[config.mk]
export PLATFORM = sky130hd
export DESIGN_NAME = cwd_config_decode
export DESIGN_NICKNAME = d
export VERILOG_FILES = /design/src/rtl/cwd_pkg.sv /design/src/rtl/cwd_config_decode.sv /design/src/rtl/cwd_period_decode.sv
export SDC_FILE = /design/constraint.sdc
export NUM_CORES = 1
export LEC_CHECK = 0
export BUFFER_PORTS_ARGS = -buffer_cell sky130_fd_sc_hd__buf_2
export CORE_MARGIN = 5
export CORE_UTILIZATION = 40
export CTS_BUF_LIST = sky130_fd_sc_hd__clkbuf_4 sky130_fd_sc_hd__clkbuf_8 sky130_fd_sc_hd__clkbuf_16
export DETAILED_ROUTE_END_ITERATION = 7
export GPL_TIMING_DRIVEN = 0
export HOLD_SLACK_MARGIN = 0.06
export PLACE_DENSITY = 0.79
export SKIP_CTS_REPAIR_TIMING = 1
export SKIP_LAST_GASP = 1
export SLEW_MARGIN = 20
export SYNTH_ARGS = -nofsm -noshare
export SYNTH_HDL_FRONTEND = slang
export SYNTH_HIERARCHICAL = 1
export SYNTH_SLANG_ARGS = --single-unit
[constraint.sdc]
create_clock -name clk_in -period 4.53 [get_ports clk_in]
set_input_delay 0.2265 -clock clk_in [delete_from_list [all_inputs] [get_ports clk_in]]
set_output_delay 0.2265 -clock clk_in [all_outputs]
set_load 0.1 [all_outputs]
[src/rtl/cwd_pkg.sv]
package cwd_pkg;

  // Register byte offsets on the bus.
  localparam logic [7:0] CWD_WDT_WORD_OFS = 8'h00;
  localparam logic [7:0] CWD_MEM_WORD_OFS = 8'h04;
  localparam logic [7:0] CWD_RUNTIME_OFS = 8'h08;
  localparam logic [7:0] CWD_STATUS_OFS = 8'h0C;

  // Erased value of both words, and bits that always read as one.
  localparam logic [13:0] CWD_WORD_ERASED = 14'h3FFF;
  localparam logic [13:0] CWD_WDT_ONES = 14'h0080;
  localparam logic [13:0] CWD_MEM_ONES = 14'h1460;

  // Field positions in the watchdog word.
  localparam int CWD_PSEL_LSB = 0;

  // Field positions in the memory word.
  localparam int CWD_LV_PROG_BIT = 13;
  localparam int CWD_WRSAF_BIT = 11;
  localparam int CWD_WRCFG_BIT = 9;
  localparam int CWD_WRBOOT_BIT = 8;
  localparam int CWD_WRAPP_BIT = 7;
  localparam int CWD_STORE_EN_BIT = 4;
  localparam int CWD_BOOT_EN_BIT = 3;
  localparam int CWD_BOOT_SIZE_LSB = 0;

  // Period select codes and divide exponents.
  localparam logic [4:0] CWD_CODE_LAST_LINEAR = 5'h12;
  localparam logic [4:0] CWD_CODE_DEFAULT = 5'h1F;
  localparam logic [4:0] CWD_CODE_DEFAULT_AS = 5'h0B;
  localparam logic [4:0] CWD_EXP_OFFSET = 5'h05;
  localparam logic [4:0] CWD_RUNTIME_RESET = 5'h0B;

  // Boot region sizes in words.
  localparam logic [2:0] CWD_BOOT_CODE_SMALL = 3'h7;
  localparam logic [10:0] CWD_BOOT_SMALL = 11'h200;
  localparam logic [10:0] CWD_BOOT_HALF = 11'h400;

endpackage

[src/rtl/cwd_config_decode.sv]
`timescale 1ns/100ps
// Contract
// - Codes 0..18 give ratio two to code+5.
// - Codes 19..30 give 1:32, no software control.
// - Code 31 acts as 11, software selects.
// - Low-voltage bit one allows low-voltage entry.
// - Zero write to low-voltage bit ignored during a low-voltage session.
// - Each region protect bit acts independently; storage protection also needs the store-enable bit clear.
// - Boot size zero, 512 or 1024 words.
module cwd_config_decode
  import cwd_pkg::*;
(
  // Clock and reset.
  input wire logic clk_in,
  input wire logic reset_in,
  // Non-volatile words sampled at start-up.
  input wire logic [13:0] nv_wdt_word_in,
  input wire logic [13:0] nv_mem_word_in,
  // Programming session status.
  input wire logic prog_active_in,
  input wire logic lv_session_in,
  // Wishbone slave.
  input wire logic wb_cyc_in,
  input wire logic wb_stb_in,
  input wire logic wb_we_in,
  input wire logic [7:0] wb_adr_in,
  input wire logic [3:0] wb_sel_in,
  input wire logic [31:0] wb_dat_in,
  output logic [31:0] wb_dat_out,
  output logic wb_ack_out,
  // Watchdog prescaler.
  output logic [4:0] wdt_prescale_exp_out,
  output logic wdt_runtime_allowed_out,
  // Programming entry.
  output logic lv_entry_allowed_out,
  output logic hv_required_out,
  // Self-write protection, high means protected.
  output logic app_protect_out,
  output logic storage_protect_out,
  output logic boot_protect_out,
  output logic cfg_protect_out,
  output logic [10:0] boot_size_out
);

  typedef struct packed {
    logic loaded;
    logic [13:0] wdt_word;
    logic [13:0] mem_word;
    logic [4:0] runtime;
    logic ack;
    logic [31:0] rdata;
    logic [4:0] exp;
    logic rt_ok;
    logic lv_prog;
    logic [3:0] prot;
    logic [10:0] bsize;
  } cwd_state_t;

  cwd_state_t state_q;
  cwd_state_t state_d;
  logic [4:0] cfg_exp;
  logic cfg_rt_ok;
  logic [4:0] run_exp;
  logic bus_req;
  logic wr_mem;

  // Merges the two low byte lanes of a write into a 14-bit word.
  function automatic logic [13:0] cwd_merge(input logic [13:0] old_w,
                                            input logic [31:0] dat,
                                            input logic [3:0] sel);
    logic [13:0] res;
    res = old_w;
    if (sel[0]) begin
      res[7:0] = dat[7:0];
    end
    if (sel[1]) begin
      res[13:8] = dat[13:8];
    end
    return res;
  endfunction

  // The same table serves the fused code and the software code.
  cwd_period_decode u_cfg_dec (
    .code_in(state_q.wdt_word[CWD_PSEL_LSB +: 5]),
    .exp_out(cfg_exp),
    .runtime_ok_out(cfg_rt_ok)
  );

  cwd_period_decode u_run_dec (
    .code_in(state_q.runtime),
    .exp_out(run_exp),
    .runtime_ok_out()
  );

  assign bus_req = wb_cyc_in && wb_stb_in && !state_q.ack;
  assign wr_mem = bus_req && wb_we_in && prog_active_in && (wb_adr_in == CWD_MEM_WORD_OFS);

  // Next state: start-up load, bus access and the registered decodes.
  always_comb begin
    logic [13:0] mw;
    mw = 14'h0000;
    state_d = state_q;
    state_d.ack = bus_req;
    if (!state_q.loaded) begin
      // The fused words load on the first edge after reset, so reset holds only constants.
      // A bus access in this edge is acked but dropped; software must wait one more cycle.
      state_d.loaded = 1'b1;
      state_d.wdt_word = nv_wdt_word_in | CWD_WDT_ONES;
      state_d.mem_word = nv_mem_word_in | CWD_MEM_ONES;
    end else if (bus_req) begin
      unique case (wb_adr_in)
        CWD_WDT_WORD_OFS: begin
          state_d.rdata = {18'h00000, state_q.wdt_word};
          if (wb_we_in && prog_active_in) begin
            state_d.wdt_word = cwd_merge(state_q.wdt_word, wb_dat_in, wb_sel_in) | CWD_WDT_ONES;
          end
        end
        CWD_MEM_WORD_OFS: begin
          state_d.rdata = {18'h00000, state_q.mem_word};
          mw = cwd_merge(state_q.mem_word, wb_dat_in, wb_sel_in) | CWD_MEM_ONES;
          if (lv_session_in) begin
            mw[CWD_LV_PROG_BIT] = state_q.mem_word[CWD_LV_PROG_BIT] | mw[CWD_LV_PROG_BIT];
          end
          if (wr_mem) begin
            state_d.mem_word = mw;
          end
        end
        CWD_RUNTIME_OFS: begin
          state_d.rdata = {27'h0000000, state_q.runtime};
          // Software only steers the period when the fused code hands it over.
          if (wb_we_in && wb_sel_in[0] && cfg_rt_ok) begin
            state_d.runtime = wb_dat_in[4:0];
          end
        end
        CWD_STATUS_OFS: begin
          state_d.rdata = {15'h0000, state_q.bsize, state_q.rt_ok, state_q.exp};
        end
        default: begin
          state_d.rdata = 32'h00000000;
        end
      endcase
    end
    // Effective prescale follows the software code only under the default fused code.
    state_d.exp = cfg_rt_ok ? run_exp : cfg_exp;
    state_d.rt_ok = cfg_rt_ok;
    state_d.lv_prog = state_q.mem_word[CWD_LV_PROG_BIT];
    state_d.prot[0] = !state_q.mem_word[CWD_WRAPP_BIT];
    state_d.prot[1] = !state_q.mem_word[CWD_WRSAF_BIT]
      && !state_q.mem_word[CWD_STORE_EN_BIT];
    state_d.prot[2] = !state_q.mem_word[CWD_WRBOOT_BIT];
    state_d.prot[3] = !state_q.mem_word[CWD_WRCFG_BIT];
    if (state_q.mem_word[CWD_BOOT_EN_BIT]) begin
      state_d.bsize = 11'h000;
    end else if (state_q.mem_word[CWD_BOOT_SIZE_LSB +: 3] == CWD_BOOT_CODE_SMALL) begin
      state_d.bsize = CWD_BOOT_SMALL;
    end else begin
      // Larger selections are clamped to half of program memory.
      state_d.bsize = CWD_BOOT_HALF;
    end
  end

  // Single state register.
  always_ff @(posedge clk_in) begin
    if (reset_in) begin
      state_q <= '{loaded: 1'b0, wdt_word: CWD_WORD_ERASED, mem_word: CWD_WORD_ERASED,
                   runtime: CWD_RUNTIME_RESET, ack: 1'b0, rdata: 32'h00000000,
                   exp: CWD_EXP_OFFSET, rt_ok: 1'b0, lv_prog: 1'b1, prot: 4'h0,
                   bsize: 11'h000};
    end else begin
      state_q <= state_d;
    end
  end

  // Outputs straight from the state register.
  assign wb_ack_out = state_q.ack;
  assign wb_dat_out = state_q.rdata;
  assign wdt_prescale_exp_out = state_q.exp;
  assign wdt_runtime_allowed_out = state_q.rt_ok;
  assign lv_entry_allowed_out = state_q.lv_prog;
  assign hv_required_out = !state_q.lv_prog;
  assign app_protect_out = state_q.prot[0];
  assign storage_protect_out = state_q.prot[1];
  assign boot_protect_out = state_q.prot[2];
  assign cfg_protect_out = state_q.prot[3];
  assign boot_size_out = state_q.bsize;

  logic [4:0] code_w;
  assign code_w = state_q.wdt_word[4:0];
endmodule

[src/rtl/cwd_period_decode.sv]
`timescale 1ns/100ps
module cwd_period_decode
  import cwd_pkg::*;
(
  // Period select code.
  input wire logic [4:0] code_in,
  // Divide exponent and software-control flag.
  output logic [4:0] exp_out,
  output logic runtime_ok_out
);

  // Linear codes add the offset; high codes other than 31 fall back to the shortest ratio.
  always_comb begin
    runtime_ok_out = 1'b0;
    if (code_in <= CWD_CODE_LAST_LINEAR) begin
      exp_out = 5'(code_in + CWD_EXP_OFFSET);
    end else if (code_in == CWD_CODE_DEFAULT) begin
      exp_out = 5'(CWD_CODE_DEFAULT_AS + CWD_EXP_OFFSET);
      runtime_ok_out = 1'b1;
    end else begin
      exp_out = CWD_EXP_OFFSET;
    end
  end

endmodule

# Word-level counts from Yosys, hierarchy flattened
# Index checks and enable logic that the tools add are counted.
[word_totals]
rom_bits = 0
mem_bits_rw = 0
n_memories = 0
elab_cells = 87
register_bits = 84
latch_bits = 0
[op_classes]
n_mul = 0
n_mux = 30
n_bitwise = 1
n_addsub = 2
eq_ne = 13
shift = 0
n_lt_le_gt_ge = 2
reduce_logical = 25
div_mod_pow = 0
[ops]
columns = ["op", "n"]
rows = [
  ["89-bit 2-to-1 mux", 1],
  ["17-bit one-hot mux with 4 select lines", 1],
  ["32-bit 2-to-1 mux", 2],
  ["14-bit 2-to-1 mux", 4],
  ["5-bit 2-to-1 mux", 8],
  ["33-bit 2-to-1 mux", 1],
  ["6-bit 2-to-1 mux", 5],
  ["28-bit 2-to-1 mux", 1],
  ["11-bit 2-to-1 mux", 2],
  ["4-bit AND reduction", 5],
  ["8-bit by 4-bit equality test with 1-bit output (second input constant)", 2],
  ["5-bit by 3-bit adder with 5-bit output (second input constant)", 2],
  ["5-bit equality test (second input constant)", 2],
  ["5-bit <= comparator (second input constant)", 2],
  ["2-bit by 1-bit != test with 1-bit output (second input constant)", 5],
  ["1-bit logical AND", 9],
  ["8-bit by 3-bit equality test with 1-bit output (second input constant)", 1],
  ["8-bit zero test", 1],
  ["8-bit 2-to-1 mux", 1],
  ["1-bit zero test", 7],
  ["7-bit 2-to-1 mux", 1],
  ["2-bit != test (second input constant)", 2],
  ["3-bit equality test (second input constant)", 1],
  ["1-bit 2-to-1 mux", 3],
  ["other kinds (4)", 4],
]

# Depth between registers and ports, before layout
# Gate-level depths: netlist of the first run.
[logic_depth]
depth_word = 11
depth_mapped = 8
ltp_nobuf = 7

# By module
# The synthesis of the first run kept the hierarchy.
[by_module_without_submodules]
columns = ["module", "instances", "area_per_inst_um2", "seq_area_each_um2", "cells_per_inst"]
rows = [
  ["cwd_config_decode", 1, 3010.4, 1181.1, 318],
  ["cwd_period_decode", 2, 160.2, 0.0, 23],
]

# Least setup slack after synthesis of the first run
# No wires, ideal clock.
[synth_timing]
path_kind = "register to register"
start = "reg state_q (netlist bit wb_ack_out)"
end = "reg state_q[55] (netlist name)"
arrival_time_ns = 2.023
stages_incl_launch_ff = 7
setup_time_ns = 0.129
slack_ns = 2.378
path_cell_list = "dfxtp_1 and4b_1 and3_1 clkbuf_1 and3_1 clkbuf_1 mux2i_1"
[synth_between]
elab_chain_cells = 3
[synth_lines]
columns = ["element", "line", "source"]
rows = [
  ["start, declared", "cwd_config_decode.sv:59", "cwd_state_t state_q;"],
  ["start signal, assigned", "cwd_config_decode.sv:165", "state_q <= '{loaded: 1'b0, wdt_word: CWD_WORD_ERASED, mem_word: CWD_WORD_ERASED,"],
  ["start signal, assigned", "cwd_config_decode.sv:170", "state_q <= state_d;"],
  ["1-bit zero test", "cwd_config_decode.sv:95", "assign bus_req = wb_cyc_in && wb_stb_in && !state_q.ack;"],
  ["1-bit logical AND", "cwd_config_decode.sv:95", ""],
  ["4-bit AND reduction (no line)", "--", ""],
]
# Every way passes these cells.
# A chain may end at the register's enable or synchronous reset.

# Worst setup path after layout of the first run
[layout_timing]
start = "reg state_q (netlist bit code_w[0])"
end = "reg state_q[55] (netlist name)"
[layout_between]
elab_chain_cells = 5
[layout_lines]
columns = ["element", "line", "source"]
rows = [
  ["branches (longest 2 deep; another with 5-bit <= comparator)", "--", ""],
  ["1-bit 2-to-1 mux *", "cwd_period_decode.sv:15", "if (code_in <= CWD_CODE_LAST_LINEAR) begin"],
  ["net cfg_rt_ok", "cwd_config_decode.sv:62", "logic cfg_rt_ok;"],
  ["1-bit logical AND *", "cwd_config_decode.sv:131", "if (wb_we_in && wb_sel_in[0] && cfg_rt_ok) begin"],
  ["4-bit AND reduction (no line) *", "--", ""],
]
# Mark *: on every way through the listed nets, which the timed path passes.

==> report_table.html, run 1 <==
<table>
<tr><th>Metric</th><th>Value</th></tr>
<tr><th colspan="2">Min path</th></tr>
<tr><td>Hold depth</td><td>3</td></tr>
<tr><td>Class of the worst hold path</td><td>primary input to register</td></tr>
<tr><td>Min-delay src</td><td>nv_wdt_word_in[9]</td></tr>
<tr><td>Worst Hold End</td><td>state_q[83]</td></tr>
<tr><th colspan="2">Floorplan</th></tr>
<tr><td>DIE AREA</td><td>10300 um2</td></tr>
<tr><td>Top-level port count</td><td>135</td></tr>
<tr><td>Effective utilization at floorplan</td><td>0.407</td></tr>
<tr><td>Vertical die dimension</td><td>101 um</td></tr>
<tr><td>Core Region</td><td>8180 um2</td></tr>
<tr><td>Die W</td><td>101 um</td></tr>
<tr><td>Std-Cell Rows</td><td>33</td></tr>
<tr><th colspan="2">Clocking</th></tr>
<tr><td>Clock slew seen by the registers of the worst setup and hold paths</td><td>0.06 ns</td></tr>
<tr><td>Sinks on Clock Net</td><td>59</td></tr>
<tr><td>Clock root cell</td><td>sky130_fd_sc_hd__clkbuf_8</td></tr>
<tr><td>Clk_lat worst skew</td><td>0.34 ns</td></tr>
<tr><td>Total number of H-tree levels</td><td>3</td></tr>
<tr><td>TritonCTS Buffers</td><td>9</td></tr>
<tr><td>Clock tree from TritonCTS</td><td>built</td></tr>
<tr><td>Maximum number of buffers from clock root to sink</td><td>2</td></tr>
<tr><th colspan="2">Timing</th></tr>
<tr><td>Period utilisation layout</td><td>0.580</td></tr>
<tr><td>Setup Total Neg Slack</td><td>0 ns</td></tr>
<tr><td>Final hold violations</td><td>0</td></tr>
<tr><td>Minimum clock period</td><td>2.63 ns</td></tr>
<tr><td>Clock skew</td><td>0.00798 ns</td></tr>
<tr><td>RSZ-0062 raised after global routing</td><td>false</td></tr>
<tr><td>Final Slew Violations</td><td>0</td></tr>
<tr><td>Worst hold slack across all endpoints</td><td>0.132 ns</td></tr>
<tr><td>Highest attainable clock frequency</td><td>381 MHz</td></tr>
<tr><td>Fin worst setup slack</td><td>1.90 ns</td></tr>
<tr><td>Final Setup Violations</td><td>0</td></tr>
<tr><td>Tightest slew margin relative to the limit</td><td>0.576</td></tr>
<tr><td>Transition time at the pin with the least slew margin</td><td>0.631 ns</td></tr>
<tr><th colspan="2">Logic synthesis</th></tr>
<tr><td>Share of the synthesized area in the top cell type</td><td>0.355</td></tr>
<tr><td>Number of distinct library cells after synthesis</td><td>52</td></tr>
<tr><td>Synthesized-area fraction occupied by ao, oa, aoi and oai cells</td><td>0.165</td></tr>
<tr><td>Xor/xnor cell area share of the yosys netlist</td><td>0</td></tr>
<tr><td>Cell Area, Synth</td><td>3330 um2</td></tr>
<tr><td>Portion of the post-synthesis area used by sequential elements</td><td>0.355</td></tr>
<tr><td>Multiplexer share of the synthesized area</td><td>0.0864</td></tr>
<tr><td>Biggest area consumer among synthesized cells</td><td>sky130_fd_sc_hd__dfxtp_1</td></tr>
<tr><td>Number of enable flip-flop cells after synthesis</td><td>0</td></tr>
<tr><td>Post-synthesis adder-cell area fraction</td><td>0.0218</td></tr>
<tr><td>Largest family of logic cells by synthesized area</td><td>simple AND/OR/NAND/NOR gates</td></tr>
<tr><td>Async set-reset flop share out of synthesis</td><td>0</td></tr>
<tr><td>Gate count after technology mapping</td><td>364</td></tr>
<tr><td>Most frequently used flop master after synthesis</td><td>sky130_fd_sc_hd__dfxtp_1</td></tr>
<tr><td>Flip-flop and latch count after synthesis</td><td>59</td></tr>
<tr><td>Simple-gate portion of the synthesized area</td><td>0.222</td></tr>
<tr><td>Leading cell types by total area after synthesis</td><td>sky130_fd_sc_hd__dfxtp_1, sky130_fd_sc_hd__buf_4, sky130_fd_sc_hd__mux2i_1</td></tr>
<tr><td>Mean area per synthesized cell</td><td>9.15 um2</td></tr>
<tr><td>Synth warnings</td><td>6</td></tr>
<tr><th colspan="2">Worst setup path</th></tr>
<tr><td>Critical-path top delay cell</td><td>sky130_fd_sc_hd__dfxtp_1</td></tr>
<tr><td>WP data arrival</td><td>2.89 ns</td></tr>
<tr><td>Ordered cell list for the critical path</td><td>ha_1 -&gt; nand3_1 -&gt; nor2_1 -&gt; clkbuf_1 -&gt; and4_1 -&gt; and3_1 -&gt; clkbuf_1 -&gt; mux2i_1</td></tr>
<tr><td>Worst r2r dst</td><td>state_q[55]</td></tr>
<tr><td>Number of cells on the worst reg-to-reg path</td><td>8</td></tr>
<tr><td>Worst reg-to-reg setup slack</td><td>1.90 ns</td></tr>
<tr><td>Critical path start-end classification</td><td>register to register</td></tr>
<tr><td>Critical Path Sink Type</td><td>register</td></tr>
<tr><td>Buffers &amp; Inverters on Critical Path</td><td>2</td></tr>
<tr><td>Maximum net fanout on the critical path</td><td>8</td></tr>
<tr><td>Crit-path most repeated cell</td><td>sky130_fd_sc_hd__clkbuf_1</td></tr>
<tr><td>Crit-path leading delay family</td><td>buffers and inverters</td></tr>
<tr><td>Worst stage delay on the critical path</td><td>0.54 ns</td></tr>
<tr><td>Data required time at the worst endpoint</td><td>4.79 ns</td></tr>
<tr><td>Startpoint Class</td><td>register</td></tr>
<tr><td>Worst reg2reg path startpoint</td><td>code_w[0]</td></tr>
<tr><th colspan="2">Route</th></tr>
<tr><td>Routed length per instance</td><td>16.5 um</td></tr>
<tr><td>DR pass1 iterations</td><td>5</td></tr>
<tr><td>Total length of routed wires</td><td>9760 um</td></tr>
<tr><td>Routed vias</td><td>3166</td></tr>
<tr><td>DRC viols</td><td>0</td></tr>
<tr><td>Count of antenna-violating nets left after detailed routing</td><td>0</td></tr>
<tr><td>Detailed-route vias per instance</td><td>5.37</td></tr>
<tr><td>1st-iter DRT viols</td><td>340</td></tr>
<tr><th colspan="2">Place</th></tr>
<tr><td>Worst slack at placement</td><td>2.05 ns</td></tr>
<tr><td>Routability-driven placement congestion ratio</td><td>0.861</td></tr>
<tr><td>Buffers on Ports</td><td>82</td></tr>
<tr><td>Post-DP HPWL</td><td>7510 um</td></tr>
<tr><th colspan="2">Global route</th></tr>
<tr><td>Initial antenna violation count</td><td>0</td></tr>
<tr><td>Maximum number of pins on one net before global-route repair</td><td>11</td></tr>
<tr><td>Number of global-route vias before repair</td><td>2985</td></tr>
<tr><td>Global-route wire length before repair</td><td>15000 um</td></tr>
<tr><td>Total routing usage reported by global routing</td><td>0.186</td></tr>
<tr><td>Overflow left after global routing</td><td>0</td></tr>
<tr><th colspan="2">Final layout</th></tr>
<tr><td>Commonest cells after routing, fill and taps aside</td><td>sky130_fd_sc_hd__buf_2, sky130_fd_sc_hd__dfxtp_1, sky130_fd_sc_hd__buf_4</td></tr>
<tr><td>Commonest non-fill, non-tap cell in the layout</td><td>sky130_fd_sc_hd__buf_2</td></tr>
<tr><td>Fraction of layout cells with a size suffix above 1</td><td>0.373</td></tr>
<tr><td>Final #Nets</td><td>564</td></tr>
<tr><td>Number of inserted diodes</td><td>0</td></tr>
<tr><td>Layout overhead on the synthesized area</td><td>24.5%</td></tr>
<tr><th colspan="2">Job</th></tr>
<tr><td>Max-capacitance violation count</td><td>0</td></tr>
<tr><th colspan="2">Power</th></tr>
<tr><td>Power density of the placed cells</td><td>325 nW/um2</td></tr>
<tr><td>Worst supply voltage drop on vdd</td><td>0.000124 V</td></tr>
<tr><td>Lkg Pwr</td><td>1.92 nW</td></tr>
<tr><td>Power consumption</td><td>1.35 mW</td></tr>
<tr><th colspan="2">Status</th></tr>
<tr><td>Outcome</td><td>complete, no violations</td></tr>
</table>
worst max path at each step:
| stage | startpoint | endpoint | slack, ns | cells past startpoint |
|---|---|---|---|---|
| floorplan | wb_ack_out | state_q[55] | 2.38 | 6 |
| global placement | code_w[0] | state_q[57] | 2.13 | 8 |
| detailed placement | code_w[0] | state_q[55] | 2.05 | 8 |
| CTS | code_w[0] | state_q[55] | 2.01 | 8 |
| global route | code_w[0] | state_q[55] | 1.77 | 8 |
| finish | code_w[0] | state_q[55] | 1.90 | 8 |
metal layers:
layer	GRT usage	wire, um
met4	0.0859	308
met1	0.237	4080
met2	0.303	4660
met3	0.0372	709
met5	0	0
sequential cells by signal, indices dropped and copies added (netlist names):
register / flops
state_q: 23
wb_dat_out: 16
code_w: 5
wdt_prescale_exp_out: 5
boot_size_out: 2
app_protect_out: 1
boot_protect_out: 1
cfg_protect_out: 1
lv_entry_allowed_out: 1
state_d: 1
storage_protect_out: 1
wb_ack_out: 1
wdt_runtime_allowed_out: 1
cell families after synthesis:
kind of cell	Yosys count
other cells	1
mux	22
simple gates	119
flops	59
buf+inv	82
compound gates	75
fa+ha+maj	6
Yosys cell counts, types with 5 or more instances:
master	n
sky130_fd_sc_hd__clkbuf_1	19
sky130_fd_sc_hd__a21o_1	12
sky130_fd_sc_hd__a221o_1	11
sky130_fd_sc_hd__buf_4	48
sky130_fd_sc_hd__mux2i_1	13
sky130_fd_sc_hd__a31oi_1	5
sky130_fd_sc_hd__a21oi_1	16
sky130_fd_sc_hd__inv_1	12
sky130_fd_sc_hd__nand2_1	16
sky130_fd_sc_hd__mux4_2	5
sky130_fd_sc_hd__or2_2	5
sky130_fd_sc_hd__dfxtp_1	59
sky130_fd_sc_hd__nor3_1	12
sky130_fd_sc_hd__a22oi_1	9
sky130_fd_sc_hd__nor2_1	32
sky130_fd_sc_hd__a211oi_1	6
sky130_fd_sc_hd__nand3_1	12
final cells by class:
type / instances / area, um2
multi-input cells: 247 / 1740
clock inverters: 2 / 10.0
fillers: 783 / 4030
repair buffers: 82 / 410
flip-flops and latches: 59 / 1180
well taps: 105 / 131
plain buffers: 70 / 453
clock buffers: 13 / 173
inverters: 12 / 45.0
power breakdown:
part           switching (mW)  internal [mW]
Clock                   0.199          0.245
Sequential             0.0251          0.542
Combinational           0.246         0.0926
worst reg2reg max path: cells and delay by family, from the launching register on:
family                     cells  cell delay [ns]
adders and majority gates      1             0.30
buffers and inverters          2             0.77
DFF                            1             0.54
muxes                          1             0.25
and+or+nand+nor                4             0.69
through the flow:
stage	instances	instance area, um2	utilization
global placement	575	3960	0.485
floorplan	388	3420	-
finish	590	4150	0.507
CTS	590	4150	0.507
detailed placement	575	3960	0.485
global route	590	4150	0.507
Note: power is estimated with default switching activity, not from simulation.
==> run 2: changes to the inputs <==
--- a/config.mk
+++ b/config.mk
@@ -12,7 +12,7 @@
 export DETAILED_ROUTE_END_ITERATION = 7
 export GPL_TIMING_DRIVEN = 0
 export HOLD_SLACK_MARGIN = 0.06
-export PLACE_DENSITY = 0.79
+export PLACE_DENSITY = 0.82
 export SKIP_CTS_REPAIR_TIMING = 1
 export SKIP_LAST_GASP = 1
 export SLEW_MARGIN = 20
==> constraint.sdc (replaced) <==
create_clock -name clk_in -period 2.1 [get_ports clk_in]
set_input_delay 0.105 -clock clk_in [delete_from_list [all_inputs] [get_ports clk_in]]
set_output_delay 0.105 -clock clk_in [all_outputs]
set_load 0.1 [all_outputs]
==> run 2 against run 1 <==
Via count rose by 2.1%. Clock skew shrank 0.0012 ns. Largest power group unchanged. Critical endpoint is now code_w[2]. First-iteration DRC count decreased by 9.7%. Clock power is 100% higher. Maximum frequency up 34%. Sequential cell count is the same. Cell area rose by 2.8%. Power is 110% higher.
==> report_table.html, run 2 (synthesis gave the netlist of run 1 again) <==
<table>
<tr><th>Metric</th><th>Value</th></tr>
<tr><th colspan="2">Timing</th></tr>
<tr><td>Worst hold slack across all endpoints</td><td>0.0482 ns</td></tr>
<tr><td>Tightest slew margin relative to the limit</td><td>0.587</td></tr>
<tr><td>Highest attainable clock frequency</td><td>510 MHz</td></tr>
<tr><td>Setup Total Neg Slack</td><td>0 ns</td></tr>
<tr><td>RSZ-0062 raised after global routing</td><td>true</td></tr>
<tr><td>Fin worst setup slack</td><td>0.141 ns</td></tr>
<tr><td>Final hold violations</td><td>0</td></tr>
<tr><td>Period utilisation layout</td><td>0.933</td></tr>
<tr><td>Final Slew Violations</td><td>0</td></tr>
<tr><td>Final Setup Violations</td><td>0</td></tr>
<tr><td>Minimum clock period</td><td>1.96 ns</td></tr>
<tr><td>Clock skew</td><td>0.00680 ns</td></tr>
<tr><td>Transition time at the pin with the least slew margin</td><td>0.619 ns</td></tr>
<tr><th colspan="2">Global route</th></tr>
<tr><td>Initial antenna violation count</td><td>0</td></tr>
<tr><td>Overflow left after global routing</td><td>0</td></tr>
<tr><td>Total routing usage reported by global routing</td><td>0.189</td></tr>
<tr><td>Maximum number of pins on one net before global-route repair</td><td>11</td></tr>
<tr><td>Global-route wire length before repair</td><td>15200 um</td></tr>
<tr><td>Number of global-route vias before repair</td><td>3073</td></tr>
<tr><th colspan="2">Final layout</th></tr>
<tr><td>Final standard cell area without fillers</td><td>4260 um2</td></tr>
<tr><td>Fraction of layout cells with a size suffix above 1</td><td>0.379</td></tr>
<tr><td>Number of standard cells in the final layout excluding fillers</td><td>601</td></tr>
<tr><td>Layout overhead on the synthesized area</td><td>28.0%</td></tr>
<tr><td>Final core utilization</td><td>0.521</td></tr>
<tr><td>Register name with the most flops</td><td>state_q</td></tr>
<tr><td>Number of flip-flops in the largest register</td><td>23</td></tr>
<tr><td>Fill cell total of the finished layout</td><td>755</td></tr>
<tr><td>Number of inserted diodes</td><td>0</td></tr>
<tr><td>Final #Nets</td><td>575</td></tr>
<tr><td>Commonest non-fill, non-tap cell in the layout</td><td>sky130_fd_sc_hd__buf_2</td></tr>
<tr><td>Commonest cells after routing, fill and taps aside</td><td>sky130_fd_sc_hd__buf_2, sky130_fd_sc_hd__dfxtp_1, sky130_fd_sc_hd__buf_4</td></tr>
<tr><th colspan="2">Worst setup path</th></tr>
<tr><td>Crit-path leading delay family</td><td>simple AND/OR/NAND/NOR gates</td></tr>
<tr><td>Ordered cell list for the critical path</td><td>and4b_1 -&gt; clkbuf_1 -&gt; nand2_1 -&gt; nor3_2 -&gt; a221o_1</td></tr>
<tr><td>Data required time at the worst endpoint</td><td>2.38 ns</td></tr>
<tr><td>Worst stage delay on the critical path</td><td>0.46 ns</td></tr>
<tr><td>Startpoint of the worst setup timing path</td><td>state_q[88]</td></tr>
<tr><td>Worst reg-to-reg setup slack</td><td>0.14 ns</td></tr>
<tr><td>Critical-path top delay cell</td><td>sky130_fd_sc_hd__dfxtp_1</td></tr>
<tr><td>Critical path start-end classification</td><td>register to register</td></tr>
<tr><td>Worst r2r dst</td><td>code_w[2]</td></tr>
<tr><td>Worst reg2reg path startpoint</td><td>state_q[88]</td></tr>
<tr><td>Stages on worst setup path</td><td>5</td></tr>
<tr><td>Number of cells on the worst reg-to-reg path</td><td>5</td></tr>
<tr><td>Critical Path Sink Type</td><td>register</td></tr>
<tr><td>Maximum net fanout on the critical path</td><td>10</td></tr>
<tr><td>Startpoint Class</td><td>register</td></tr>
<tr><td>Last element of the critical path</td><td>code_w[2]</td></tr>
<tr><td>Buffers &amp; Inverters on Critical Path</td><td>1</td></tr>
<tr><td>WP data arrival</td><td>2.24 ns</td></tr>
<tr><th colspan="2">Place</th></tr>
<tr><td>Post-detailed-placement cell area</td><td>3960 um2</td></tr>
<tr><td>Buffers on Ports</td><td>82</td></tr>
<tr><td>Worst slack at placement</td><td>-0.316 ns</td></tr>
<tr><td>Post-DP HPWL</td><td>7490 um</td></tr>
<tr><td>Number of placed instances with taps included</td><td>575</td></tr>
<tr><td>Routability-driven placement congestion ratio</td><td>0.856</td></tr>
<tr><th colspan="2">Power</th></tr>
<tr><td>Net switching fraction of the power</td><td>0.353</td></tr>
<tr><td>Power consumption</td><td>2.88 mW</td></tr>
<tr><td>Cell-internal power</td><td>1.86 mW</td></tr>
<tr><td>Lkg Pwr</td><td>1.97 nW</td></tr>
<tr><td>Worst supply voltage drop on vdd</td><td>0.000281 V</td></tr>
<tr><td>Switching power of the nets</td><td>1.02 mW</td></tr>
<tr><td>Sequential cell fraction of total power</td><td>0.426</td></tr>
<tr><td>Clock power share</td><td>0.315</td></tr>
<tr><td>Portion of total power attributed to combinational logic</td><td>0.258</td></tr>
<tr><td>Power density of the placed cells</td><td>675 nW/um2</td></tr>
<tr><th colspan="2">Route</th></tr>
<tr><td>1st-iter DRT viols</td><td>307</td></tr>
<tr><td>Routed length per instance</td><td>16.4 um</td></tr>
<tr><td>Count of antenna-violating nets left after detailed routing</td><td>0</td></tr>
<tr><td>DR pass1 iterations</td><td>7</td></tr>
<tr><td>Routed vias</td><td>3231</td></tr>
<tr><td>Detailed-route vias per instance</td><td>5.38</td></tr>
<tr><td>Total length of routed wires</td><td>9880 um</td></tr>
<tr><td>DRC viols</td><td>0</td></tr>
<tr><th colspan="2">Clocking</th></tr>
<tr><td>Clk_lat worst skew</td><td>0.34 ns</td></tr>
<tr><td>Clock root cell</td><td>sky130_fd_sc_hd__clkbuf_8</td></tr>
<tr><td>Clock tree from TritonCTS</td><td>built</td></tr>
<tr><td>Clock slew seen by the registers of the worst setup and hold paths</td><td>0.06 ns</td></tr>
<tr><td>TritonCTS Buffers</td><td>9</td></tr>
<tr><td>Total number of H-tree levels</td><td>3</td></tr>
<tr><td>Sinks on Clock Net</td><td>59</td></tr>
<tr><td>Maximum number of buffers from clock root to sink</td><td>2</td></tr>
<tr><th colspan="2">Floorplan</th></tr>
<tr><td>Std-Cell Rows</td><td>33</td></tr>
<tr><td>Top-level port count</td><td>135</td></tr>
<tr><td>Vertical die dimension</td><td>101 um</td></tr>
<tr><td>Core Region</td><td>8180 um2</td></tr>
<tr><td>Die W</td><td>101 um</td></tr>
<tr><td>DIE AREA</td><td>10300 um2</td></tr>
<tr><td>Effective utilization at floorplan</td><td>0.407</td></tr>
<tr><th colspan="2">Job</th></tr>
<tr><td>Max-capacitance violation count</td><td>0</td></tr>
<tr><th colspan="2">Min path</th></tr>
<tr><td>Class of the worst hold path</td><td>primary input to register</td></tr>
<tr><td>Hold depth</td><td>3</td></tr>
<tr><th colspan="2">Status</th></tr>
<tr><td>Outcome</td><td>complete, no violations</td></tr>
</table>
[run 2: cell types whose count changed in the layout (fill, tap and decap cells not counted)]
cell and change:
sky130_fd_sc_hd__and3_1 -1, sky130_fd_sc_hd__nor3_2 +1, sky130_fd_sc_hd__clkinv_2 +1, sky130_fd_sc_hd__dlygate4sd3_1 +12, sky130_fd_sc_hd__and3_2 +1, sky130_fd_sc_hd__clkbuf_8 -2
sky130_fd_sc_hd__nor2_2 +1, sky130_fd_sc_hd__dfxtp_2 +3, sky130_fd_sc_hd__clkbuf_4 +2, sky130_fd_sc_hd__dfxtp_1 -3, sky130_fd_sc_hd__nor3_1 -1, sky130_fd_sc_hd__nor2_1 -1
sky130_fd_sc_hd__clkbuf_1 -2
[run 2: cell type report]
type	instances	area, um2	share of cell area
Sequential cell	59	1180	0.278
Tap cell	105	131	0.0308
Multi-Input combinational cell	247	1750	0.411
Clock buffer	12	153	0.0358
Inverter	12	45.0	0.0106
Buffer	69	453	0.106
Timing Repair Buffer	94	531	0.124
Clock inverter	3	15.0	0.00352
[run 2: how the worst min path moves through the flow]
stage / start / endpoint / slack, ns
finish: wb_dat_in[8] / state_q[82] / 0.05
global route: wb_dat_in[8] / state_q[82] / 0.07
CTS: nv_wdt_word_in[11] / state_q[85] / -0.009
detailed placement: nv_wdt_word_in[11] / state_q[85] / 0.35
global placement: nv_mem_word_in[13] / state_d[15] / 0.34
floorplan: nv_wdt_word_in[11] / state_q[85] / 0.24
[run 2: worst min-delay path, delay by kind of cell]
family	cells	cell delay [ns]
buffers and inverters	1	0.09
AND/OR/NAND/NOR	2	0.16
[run 2: layer usage]
metal  global-route usage  vias up  wire (um)
li1                     -     1527          -
met1                0.237     1517       4060
met2                0.303      157       4700
met3               0.0585       30        842
met4               0.0726        0        279
met5                    0        -          0
[run 2: power groups by stage]
stage / clock network, mW / registers, mW / logic, mW
4_1_cts: 0.902 / 1.22 / 0.717
2_1_floorplan: 0 / 1.27 / 0.546
6_report: 0.908 / 1.23 / 0.743
3_5_place_dp: 0 / 1.25 / 0.714
3_3_place_gp: 0 / 1.24 / 0.703
5_1_grt: 0.950 / 1.23 / 0.783
